<file path="config.mk">
export PLATFORM = sky130hd
export DESIGN_NAME = ipbu_top
export DESIGN_NICKNAME = d
export VERILOG_FILES = /design/src/logic/ipbu_pkg.sv /design/src/logic/ipbu_regbus_if.sv /design/src/logic/ipbu_top.sv /design/src/logic/ipbu_apb_slave.sv /design/src/logic/ipbu_prio_field.sv
export VERILOG_INCLUDE_DIRS = /design/src /design/src/logic
export SDC_FILE = /design/constraint.sdc
export NUM_CORES = 1
export LEC_CHECK = 0
export BUFFER_PORTS_ARGS = -buffer_cell sky130_fd_sc_hd__buf_2
export CAP_MARGIN = 10
export CELL_PAD_IN_SITES_DETAIL_PLACEMENT = 1
export CELL_PAD_IN_SITES_GLOBAL_PLACEMENT = 1
export CORE_MARGIN = 2
export CORE_UTILIZATION = 30
export DETAILED_ROUTE_END_ITERATION = 8
export PLACE_DENSITY = 0.77
export SYNTH_ARGS = -nofsm -noshare
export SYNTH_HDL_FRONTEND = slang
export SYNTH_SLANG_ARGS = --single-unit
</file>
<file path="constraint.sdc">
create_clock -name clk_sys -period 1.9 [get_ports clk_sys]
set_clock_uncertainty 0.15 [all_clocks]
set_input_delay 0.19 -clock clk_sys [delete_from_list [all_inputs] [get_ports clk_sys]]
set_output_delay 0.19 -clock clk_sys [all_outputs]
set_load 0.005 [all_outputs]
</file>
<file path="src/logic/ipbu_cfg.svh">
// Register map, field layout and reset constants of the upper priority bank
// Function
// Field code 111 gives its source priority 7, the highest a user source can have.
// Field code 001 gives priority 1, and the codes in between map one to one onto levels 2 to 6.
// Field code 000 disables the source, so it never requests service whatever its flag or enable.
// At reset every field loads its upper bit as one and its two lower bits as zero.
// Every bit outside a field, bit 15 of each register included, reads as zero.
// Register 11 holds timer 6 in 14-12, DMA 4 done in 10-8 and output compare 8 in 2-0, bits 7-3 unused.
// Register 12 holds timer 8 in 14-12, I2C B master in 10-8, I2C B slave in 6-4 and timer 7 in 2-0.
// Register 13 holds CAN B receive in 14-12, ext irq 4 in 10-8, ext irq 3 in 6-4 and timer 9 in 2-0.
// Register 14 holds codec error in 14-12, quad decoder in 10-8, motor PWM in 6-4 and CAN B event in 2-0.
// Register 15 holds PWM fault A in 14-12, bits 11-7 unused, DMA 5 done in 6-4 and codec event in 2-0.
// Register 16 leaves 15-11 unused and holds UART B error in 10-8, UART A error in 6-4, fault B in 2-0.
// Every field bit is readable and writable and reads back the last write or its reset value.
// After reset every source covered here sits at priority level 4.
// Writes to unused bits are ignored and disturb no field or arbitration state.
// Each field feeds arbitration continuously, so a write counts from the cycle after it.
`ifndef IPBU_CFG_SVH
`define IPBU_CFG_SVH

`define IPBU_NUM_SRC    21
`define IPBU_PRIO_RST   3'b100
`define IPBU_PRIO_OFF   3'b000
// Register indices; byte address is four times the index
`define IPBU_IDX_11     3'd0
`define IPBU_IDX_12     3'd1
`define IPBU_IDX_13     3'd2
`define IPBU_IDX_14     3'd3
`define IPBU_IDX_15     3'd4
`define IPBU_IDX_16     3'd5
`define IPBU_IDX_STAT   3'd6
`define IPBU_IDX_LAST   3'd6
// Field positions within a register
`define IPBU_LSB_F3     12
`define IPBU_LSB_F2     8
`define IPBU_LSB_F1     4
`define IPBU_LSB_F0     0
`define IPBU_BYTE_HI    1
`define IPBU_BYTE_LO    0
// Address decode
`define IPBU_ADDR_W     12
`define IPBU_IDX_MSB    4
`define IPBU_IDX_LSB    2

`endif

</file>
<file path="src/logic/ipbu_pkg.sv">
// Types shared by the upper priority bank modules
`default_nettype none
package ipbu_pkg;
    typedef logic [2:0]  ipbu_prio_t;
    typedef logic [20:0] ipbu_src_vec_t;
    typedef logic [2:0]  ipbu_idx_t;
    typedef logic [31:0] ipbu_word_t;
endpackage : ipbu_pkg
`default_nettype wire

</file>
<file path="src/logic/ipbu_regbus_if.sv">
// Internal register access path between the APB slave and the field bank
`timescale 1ns/1ps
`default_nettype none
interface ipbu_regbus_if;
    import ipbu_pkg::*;
    logic       wr_stb;
    ipbu_idx_t  idx;
    logic [1:0] wstrb;
    logic [15:0] wdata;
    ipbu_word_t rdata;

    modport slave (output wr_stb, output idx, output wstrb, output wdata, input rdata);
    modport bank  (input wr_stb, input idx, input wstrb, input wdata, output rdata);
endinterface : ipbu_regbus_if
`default_nettype wire

</file>
<file path="src/logic/ipbu_top.sv">
// Upper interrupt priority register bank behind an APB slave
//
// Local design decisions: the APB register port and the address map.
`timescale 1ns/1ps
`default_nettype none
`include "ipbu_cfg.svh"
module ipbu_top (
    input  wire logic                      clk_sys,
    input  wire logic                      srst,
    // APB slave port
    input  wire logic                      psel,
    input  wire logic                      penable,
    input  wire logic                      pwrite,
    input  wire logic [`IPBU_ADDR_W-1:0]   paddr,
    input  wire logic [31:0]               pwdata,
    input  wire logic [3:0]                pstrb,
    output var  ipbu_pkg::ipbu_word_t      prdata,
    output logic                           pready,
    output logic                           pslverr,
    // Flag-and-enable per source, from same-clock peripheral logic
    input  wire ipbu_pkg::ipbu_src_vec_t   src_pending,
    // Pending and not disabled, toward arbitration
    output var  ipbu_pkg::ipbu_src_vec_t   src_request,
    // Priority levels toward arbitration
    output var  ipbu_pkg::ipbu_prio_t      timer6_prio,
    output var  ipbu_pkg::ipbu_prio_t      dma_ch4_done_prio,
    output var  ipbu_pkg::ipbu_prio_t      out_cmp8_prio,
    output var  ipbu_pkg::ipbu_prio_t      timer8_prio,
    output var  ipbu_pkg::ipbu_prio_t      i2c_b_master_prio,
    output var  ipbu_pkg::ipbu_prio_t      i2c_b_slave_prio,
    output var  ipbu_pkg::ipbu_prio_t      timer7_prio,
    output var  ipbu_pkg::ipbu_prio_t      can_b_rx_ready_prio,
    output var  ipbu_pkg::ipbu_prio_t      ext_irq4_prio,
    output var  ipbu_pkg::ipbu_prio_t      ext_irq3_prio,
    output var  ipbu_pkg::ipbu_prio_t      timer9_prio,
    output var  ipbu_pkg::ipbu_prio_t      codec_port_error_prio,
    output var  ipbu_pkg::ipbu_prio_t      quad_decoder_prio,
    output var  ipbu_pkg::ipbu_prio_t      motor_pwm_prio,
    output var  ipbu_pkg::ipbu_prio_t      can_b_event_prio,
    output var  ipbu_pkg::ipbu_prio_t      pwm_fault_a_prio,
    output var  ipbu_pkg::ipbu_prio_t      dma_ch5_done_prio,
    output var  ipbu_pkg::ipbu_prio_t      codec_port_event_prio,
    output var  ipbu_pkg::ipbu_prio_t      uart_b_error_prio,
    output var  ipbu_pkg::ipbu_prio_t      uart_a_error_prio,
    output var  ipbu_pkg::ipbu_prio_t      pwm_fault_b_prio
);
    import ipbu_pkg::*;

    localparam int NSRC = `IPBU_NUM_SRC;

    // Owning register of each source, in src_pending bit order
    localparam logic [2:0] SRC_REG [NSRC] = '{
        `IPBU_IDX_11, `IPBU_IDX_11, `IPBU_IDX_11,
        `IPBU_IDX_12, `IPBU_IDX_12, `IPBU_IDX_12, `IPBU_IDX_12,
        `IPBU_IDX_13, `IPBU_IDX_13, `IPBU_IDX_13, `IPBU_IDX_13,
        `IPBU_IDX_14, `IPBU_IDX_14, `IPBU_IDX_14, `IPBU_IDX_14,
        `IPBU_IDX_15, `IPBU_IDX_15, `IPBU_IDX_15,
        `IPBU_IDX_16, `IPBU_IDX_16, `IPBU_IDX_16
    };

    // Low bit of each field inside its register
    localparam int SRC_LSB [NSRC] = '{
        `IPBU_LSB_F3, `IPBU_LSB_F2, `IPBU_LSB_F0,
        `IPBU_LSB_F3, `IPBU_LSB_F2, `IPBU_LSB_F1, `IPBU_LSB_F0,
        `IPBU_LSB_F3, `IPBU_LSB_F2, `IPBU_LSB_F1, `IPBU_LSB_F0,
        `IPBU_LSB_F3, `IPBU_LSB_F2, `IPBU_LSB_F1, `IPBU_LSB_F0,
        `IPBU_LSB_F3, `IPBU_LSB_F1, `IPBU_LSB_F0,
        `IPBU_LSB_F2, `IPBU_LSB_F1, `IPBU_LSB_F0
    };

    ipbu_regbus_if rbus ();

    ipbu_prio_t    level [NSRC];
    ipbu_src_vec_t req;
    logic [15:0]   next_word;

    // Bus front end
    ipbu_apb_slave u_apb (
        .clk_sys (clk_sys),
        .srst    (srst),
        .psel    (psel),
        .penable (penable),
        .pwrite  (pwrite),
        .paddr   (paddr),
        .pwdata  (pwdata),
        .pstrb   (pstrb),
        .prdata  (prdata),
        .pready  (pready),
        .pslverr (pslverr),
        .rbus    (rbus.slave)
    );

    // One field per source; a byte strobe covers the fields in its lane
    for (genvar i = 0; i < NSRC; i++) begin : g_field
        localparam int LANE = (SRC_LSB[i] >= `IPBU_LSB_F2) ? `IPBU_BYTE_HI : `IPBU_BYTE_LO;
        logic fld_wr;

        // Only field bits are stored; unused bits have no flop to disturb
        assign fld_wr = rbus.wr_stb && (rbus.idx == SRC_REG[i]) && rbus.wstrb[LANE];

        ipbu_prio_field u_fld (
            .clk_sys (clk_sys),
            .srst    (srst),
            .wr_en   (fld_wr),
            .wr_val  (rbus.wdata[SRC_LSB[i] +: 3]),
            .pending (src_pending[i]),
            .level   (level[i]),
            .request (req[i])
        );
    end

    // Gated requests go out with no extra stage, so a write steers the very next cycle
    assign src_request = req;

    // Read word assembly; bits not owned by a field stay zero
    always_comb begin
        next_word = 16'h0000;
        for (int i = 0; i < NSRC; i++) begin
            if (rbus.idx == SRC_REG[i]) begin
                next_word[SRC_LSB[i] +: 3] = level[i];
            end
        end
    end

    // Status word shows live requests; priority words show the fields
    assign rbus.rdata = (rbus.idx == `IPBU_IDX_STAT) ? {11'h000, req} : {16'h0000, next_word};

    // Named field outputs, straight from the field flops
    assign timer6_prio           = level[0];
    assign dma_ch4_done_prio     = level[1];
    assign out_cmp8_prio         = level[2];
    assign timer8_prio           = level[3];
    assign i2c_b_master_prio     = level[4];
    assign i2c_b_slave_prio      = level[5];
    assign timer7_prio           = level[6];
    assign can_b_rx_ready_prio   = level[7];
    assign ext_irq4_prio         = level[8];
    assign ext_irq3_prio         = level[9];
    assign timer9_prio           = level[10];
    assign codec_port_error_prio = level[11];
    assign quad_decoder_prio     = level[12];
    assign motor_pwm_prio        = level[13];
    assign can_b_event_prio      = level[14];
    assign pwm_fault_a_prio      = level[15];
    assign dma_ch5_done_prio     = level[16];
    assign codec_port_event_prio = level[17];
    assign uart_b_error_prio     = level[18];
    assign uart_a_error_prio     = level[19];
    assign pwm_fault_b_prio      = level[20];
endmodule : ipbu_top
`default_nettype wire

</file>
<file path="src/logic/ipbu_apb_slave.sv">
// APB slave front end: decode, zero-wait answer, registered read data
`timescale 1ns/1ps
`default_nettype none
`include "ipbu_cfg.svh"
module ipbu_apb_slave (
    input  wire logic                      clk_sys,
    input  wire logic                      srst,
    input  wire logic                      psel,
    input  wire logic                      penable,
    input  wire logic                      pwrite,
    input  wire logic [`IPBU_ADDR_W-1:0]   paddr,
    input  wire logic [31:0]               pwdata,
    input  wire logic [3:0]                pstrb,
    output var  ipbu_pkg::ipbu_word_t      prdata,
    output logic                           pready,
    output logic                           pslverr,
    ipbu_regbus_if.slave                   rbus
);
    import ipbu_pkg::*;

    logic hit;

    // Word aligned and inside the map; anything else answers with an error
    assign hit = (paddr[1:0] == 2'b00)
              && (paddr[`IPBU_ADDR_W-1:`IPBU_IDX_MSB+1] == '0)
              && (paddr[`IPBU_IDX_MSB:`IPBU_IDX_LSB] <= `IPBU_IDX_LAST);

    assign rbus.idx   = paddr[`IPBU_IDX_MSB:`IPBU_IDX_LSB];
    assign rbus.wdata = pwdata[15:0];
    assign rbus.wstrb = pstrb[1:0];

    // Zero wait states: every access phase completes on its first edge
    assign pready  = psel & penable;
    assign pslverr = psel & penable & ~hit;
    // Unmapped writes never reach the bank
    assign rbus.wr_stb = psel & penable & pwrite & hit;

    // Read data captured in the setup cycle so it leaves a flop
    always_ff @(posedge clk_sys) begin
        if (srst) begin
            prdata <= 32'h0000_0000;
        end else if (psel && !penable && !pwrite) begin
            prdata <= hit ? rbus.rdata : 32'h0000_0000;
        end
    end
endmodule : ipbu_apb_slave
`default_nettype wire

</file>
<file path="src/logic/ipbu_prio_field.sv">
// One 3-bit priority field with its source request gate
`timescale 1ns/1ps
`default_nettype none
`include "ipbu_cfg.svh"
module ipbu_prio_field (
    input  wire logic                 clk_sys,
    input  wire logic                 srst,
    input  wire logic                 wr_en,
    input  wire ipbu_pkg::ipbu_prio_t wr_val,
    input  wire logic                 pending,
    output var  ipbu_pkg::ipbu_prio_t level,
    output logic                      request
);
    import ipbu_pkg::*;

    // Field store; reset parks the source at the middle level
    always_ff @(posedge clk_sys) begin
        if (srst) begin
            level <= `IPBU_PRIO_RST;
        end else if (wr_en) begin
            level <= wr_val;
        end
    end

    // Code is the level itself, so 1..7 map straight through; zero silences the source
    assign request = pending && (level != `IPBU_PRIO_OFF);
endmodule : ipbu_prio_field
`default_nettype wire

</file>
==> Yosys cells after proc, flatten, opt, wreduce, memory -nomap -nowiden <==
Index checks and enable logic that the tools add are counted.
{ "totals": {"ff_bits": 95} }
{ "classes": {"order_cmp": 1, "n_eq_ne": 6, "n_mux": 23, "bitwise_logic": 5, "reduce_logical": 69} }
{ "op_table": {"columns": ["op", "n"], "rows": [
  ["2-to-1 mux 3 bit", 21],
  ["nonzero test 3 bit", 21],
  ["logical AND 1 bit", 43],
  ["2-to-1 mux 21 bit", 2],
  ["== test 3 bit (second input constant)", 3],
  ["zero test 7 bit", 1],
  ["== test 3 x 2 -> 1 bit (second input constant)", 2],
  ["AND 1 bit", 4],
  ["== test 3 x 1 -> 1 bit (second input constant)", 1],
  ["less-or-equal comparator 3 bit (second input constant)", 1],
  ["zero test 3 bit", 1],
  ["zero test 1 bit", 2],
  ["zero test 2 bit", 1],
  ["NOT 1 bit", 1]
]} }

==> Longest topological paths before layout <==
{ "logic_depth": {"depth_word": 9, "mapped_depth": 8, "ltp_nobuf": 5} }

==> By module <==
Synthesis repeated with hierarchy kept, for this count alone.
{ "unflattened": {"cells_unflattened": 432, "hier_area_um2": 4556.9} }
{ "modules_own_cells": {"columns": ["module", "instances", "cells_per_inst", "area_per_inst_um2", "seq_area_each_um2"], "rows": [
  ["ipbu_prio_field", 21, 10, 111.4, 60.1],
  ["ipbu_apb_slave", 1, 107, 1326.3, 640.6],
  ["ipbu_top", 1, 115, 892.1, 0.0]
]} }

==> Worst setup path before layout <==
OpenSTA, ideal clock, no wires.
{ "synth_path": {"kind": "input -> register", "from": "input port paddr[10]", "to": "register g_field[15].u_fld.level[2]", "arrival_time_ps": 1382, "t_required_ps": 1630, "setup_slack_ps": 249, "path_stages": 6, "n_path_buf": 2, "cell_sequence": "nor4_2 > and4b_1 > buf_6 > buf_6 > nand4_4 > a211o_1"} }
{ "synth_via": {"elab_chain_cells": 6} }
{ "synth_rtl": {"columns": ["item", "line", "source"], "rows": [
  ["start, declared", "ipbu_top.sv:14", "input wire logic [`IPBU_ADDR_W-1:0] paddr,"],
  ["zero test 7 bit", "ipbu_apb_slave.sv:25", "&& (paddr[`IPBU_ADDR_W-1:`IPBU_IDX_MSB+1] == '0)"],
  ["logical AND 1 bit (2 in a row)", "ipbu_apb_slave.sv:24", "assign hit = (paddr[1:0] == 2'b00)"],
  ["AND 1 bit", "ipbu_apb_slave.sv:36", "assign rbus.wr_stb = psel & penable & pwrite & hit;"],
  ["logical AND 1 bit (2 in a row)", "ipbu_top.sv:99", "assign fld_wr = rbus.wr_stb && (rbus.idx == SRC_REG[i]) && rbus.wstrb[LANE];"],
  ["end signal, assigned", "ipbu_prio_field.sv:19", "level <= `IPBU_PRIO_RST;"],
  ["end signal, assigned", "ipbu_prio_field.sv:21", "level <= wr_val;"],
  ["end, declared", "ipbu_prio_field.sv:11", "output var ipbu_pkg::ipbu_prio_t level,"]
]} }
No other way between the ends.
A chain may end at the register's enable or synchronous reset.

==> Worst setup path after layout <==
{ "layout_path": {"from": "register g_field[9].u_fld.level[0]", "to": "register u_apb.prdata[9]"} }
{ "layout_via": {"elab_chain_cells": 4} }
{ "layout_rtl": {"columns": ["item", "line", "source"], "rows": [
  ["start, declared", "ipbu_prio_field.sv:11", null],
  ["start signal, assigned", "ipbu_prio_field.sv:19", null],
  ["start signal, assigned", "ipbu_prio_field.sv:21", null],
  ["nonzero test 3 bit (no source line)", null, null],
  ["logical AND 1 bit", "ipbu_prio_field.sv:26", "assign request = pending && (level != `IPBU_PRIO_OFF);"],
  ["2-to-1 mux 21 bit", "ipbu_top.sv:126", "assign rbus.rdata = (rbus.idx == `IPBU_IDX_STAT) ? {11'h000, req} : {16'h0000, next_word};"],
  ["2-to-1 mux 21 bit", "ipbu_apb_slave.sv:43", "prdata <= hit ? rbus.rdata : 32'h0000_0000;"],
  ["end signal, assigned", "ipbu_apb_slave.sv:43", null],
  ["end, declared", "ipbu_apb_slave.sv:14", "output var ipbu_pkg::ipbu_word_t prdata,"]
]} }
No other way between the ends.

==> summary.md <==
| Metric | Value |
|---|---|
| Final slew viol count | 0 |
| Area of the multi-input gates | 2160 um^2 |
| Largest family of logic cells by synthesized area | simple AND/OR/NAND/NOR gates |
| ANT cells | 0 |
| Total GRT Usage | 20.4% |
| Switch Pwr | 0.912 mW |
| Final hold viol count | 0 |
| Library cells used by synthesis | 53 |
| # rows | 43 |
| Vert. Die Dim | 123 um |
| Layout Area Growth over Synthesis | 27.7% |
| Period minus WS final | 1680 ps |
| H-tree depth | 3 |
| EDFF count, synth | 0 |
| Cells after synthesis | 492 |
| Vias in the first global route | 4164 |
| Synth top area share | 39.6% |
| First drt pass iteration count | 7 |
| Arrival @ worst endpoint | 1730 ps |
| Avg Synthesized Cell Area | 8.64 um^2 |
| Total wire length | 15.5 mm |
| #FFs+latches synth | 84 |
| Area contributors post-synth | dfxtp_1 40%, nand2_1 6.9%, a21oi_1 6.8%, mux2i_1 6.6%, buf_4 6.2% |
| Layout Cells excl Fill | 816 |
| Share of cells above drive strength 1 | 33.6% |
| Worst hold path type | in -> reg |
| CP max stage cell | a2111oi_0 |
| PwrDens | 729 nW/um^2 |
| Clk Latency, worst-skew pair | 340 ps |
| Top FF cell, synth | dfxtp_1 |
| Clock power share | 46.6% |
| Max-slew headroom | 62.7% |
| HPWL Detailed | 12.1 mm |
| Setup Buffers After CTS | 0 |
| RSZ-0062 raised after global routing | no |
| Synth Area in Adders | 0% |
| Flop pwr share | 44.5% |
| Setup violators final | 0 |
| Total number of yosys warnings | 0 |
| IO Port Bufs | 158 |
| CTS tree | done |
| Fmax | 0.597 GHz |
| Post-Synth Simple-Gate Area | 21.3% |
| Die area | 15100 um^2 |
| Max stage delay on crit path | 540 ps |
| Finished Core Util | 39.1% |
| Post-synthesis compound-gate area fraction | 20.7% |
| Layout Nets | 706 |
| Maxcap violations | 0 |
| GRT overflow | 0 |
| Initial Util | 30.6% |
| Area occupied by registers | 1680 um^2 |
| Max VDD drop | 0.000503 V |
| Post-Syn Area | 4250 um^2 |
| Post-synth top area cell | dfxtp_1 |
| Worst EP required | 1960 ps |
| Pre-CTS WS | -102 ps |
| Synth Area in XOR/XNOR | 0% |
| Crit. End Element | register |
| Root Buffer | clkbuf_16 |
| Ys async rst share | 0% |
| Ports | 192 |
| Pint | 3.04 mW |
| GPL Wtd Cong | 0.923 |
| Startpoint types | register |
| Avg WL per Cell | 18.9 um |
| Chip width | 123 um |
| Hold WS | 6.85 ps |
| Kind of critical path | reg -> reg |
| Vias post-DR | 4258 |
| Combinational Power Share | 8.9% |
| Sw Ratio | 23.0% |
| CTS sink count | 84 |
| Worst Path Max Fanout | 4 |
| Post-route ant nets | 0 |
| Largest net degree at the start of global routing | 74 |
| Slew @ Worst Pin | 545 ps |
| Antenna violations before repair | 0 |
| Sequential area share after synthesis | 39.6% |
| Final worst path period share | 88.2% |
| Core ar. | 13900 um^2 |
| # DRC | 0 |
| Fin worst setup slack | 224 ps |
| Clock transition at the registers of the reported paths | 60 ps |
| Max clock buf depth | 2 |
| Leak Pwr | 2.48 nW |
| Fill cell count | 1705 |
| Vias/cell | 5.22 |
| First-pass GRT wire length | 23.2 mm |
| Cell chain of the critical path | o31a_1 > a2111oi_0 > o31ai_1 |
| Design Power | 3.96 mW |
| Starting DRT DRC Count | 181 |
| Num CTS Buffers | 9 |
| Status | finished, final reports clean |
| Multiplexer share of the synthesized area | 7.92% |
| Placed Cells | 799 |
[placed cells by master (no fill, tap or decap), types with 4 or more instances in the layout]
master     instances
and3_1             7
a21oi_1           58
buf_12             4
inv_1              7
nand2_1           78
o21ai_0            7
nand3_1            7
dfxtp_1           84
nor2_1            31
a22o_1             9
o31ai_1            4
a211o_1            7
conb_1            11
buf_2            158
clkbuf_16          9
buf_4             18
nand4_4            4
mux2i_1           28
nor3_1            14
mux2_2             5
o31a_1            18
nor2b_1            9
[synthesized netlist by cell type, types with 2 or more instances]
library cell	number
a211o_1	7
a21oi_1	58
a22o_1	9
a31oi_1	3
and2b_1	3
and3_1	7
and4_1	2
buf_2	15
buf_4	35
buf_6	4
clkbuf_1	8
dfxtp_1	84
inv_1	7
mux2_2	5
mux2i_1	28
nand2_1	78
nand2b_1	2
nand3_1	7
nand4_1	2
nand4_4	4
nor2_1	31
nor2b_1	9
nor3_1	14
nor4_2	2
o211a_1	3
o211ai_1	3
o21ai_0	7
o221ai_1	3
o22a_1	3
o22ai_1	3
o31a_1	18
o31a_2	3
o31ai_1	4
or3_1	2
[through the flow]
step                      area [um^2]  setup TNS (ps)
after global placement           5100               0
after CTS                        5430               0
final                            5430               0
after floorplan                  4290               0
after global routing             5430               0
after detailed placement         5100           -2280
[final cells by class]
class / count / area share, %
Sequential cell: 84 / 31.0
Multi-Input combinational cell: 348 / 39.8
Tap cell: 180 / 4.15
Clock buffer: 10 / 4.22
Timing Repair Buffer: 182 / 18.9
Clock inverter: 5 / 1.43
Inverter: 7 / 0.484
[path summary, 6_finish.rpt]
path                             startpoint  slack [ps]  cells past startpoint                         to
setup / recovery  g_field[9].u_fld.level[0]         220                      3            u_apb.prdata[9]
hold reg to reg             u_apb.prdata[6]         310                      2            u_apb.prdata[6]
setup reg to reg  g_field[9].u_fld.level[0]         220                      3            u_apb.prdata[9]
hold / removal                    pwdata[8]           7                      3  g_field[4].u_fld.level[0]
[power by group through the flow]
stage	Clock [mW]	Sequential (mW)	Combinational [mW]
after CTS	1.88	1.76	0.351
after global placement	0	1.80	0.335
after global routing	1.97	1.76	0.380
final	1.84	1.76	0.351
after detailed placement	0	1.80	0.345
after floorplan	0	1.80	0.218
[what timing repair did]
| item | CTS | global route |
|---|---|---|
| endpoints found under the setup margin | 0 | 0 |
| hold endpoints to repair | 2 | 0 |
| gates resized for setup | 0 | 0 |
| hold buffers | 2 | 0 |
[kinds of logic (layout without fill, tap and decap cells)]
logic type	after synthesis	in the layout
flip-flops	84	84
multiplexers	33	33
AO/OA/AOI/OAI	131	131
other	1	11
buffers and inverters	70	204
AND/OR/NAND/NOR	173	173
[critical path, delay by kind of cell (launching register included)]
| kind | cells | cell delay [ps] |
|---|---|---|
| AOI/OAI and AO/OA | 3 | 1020 |
| DFF | 1 | 370 |
[sequential cells by signal, indices dropped and copies added, names as in the netlist]
register / count
g_field.u_fld.level: 63
u_apb.prdata: 21
[per-layer routing]
metal,up-vias,part of all wire (%),track usage (%)
li1,1987,-,-
met1,2088,43,25.4
met2,161,49,34.9
met3,22,6.2,3.74
met4,0,2.1,7.53
met5,-,0,0
Note: power is estimated with default switching activity, not from simulation.
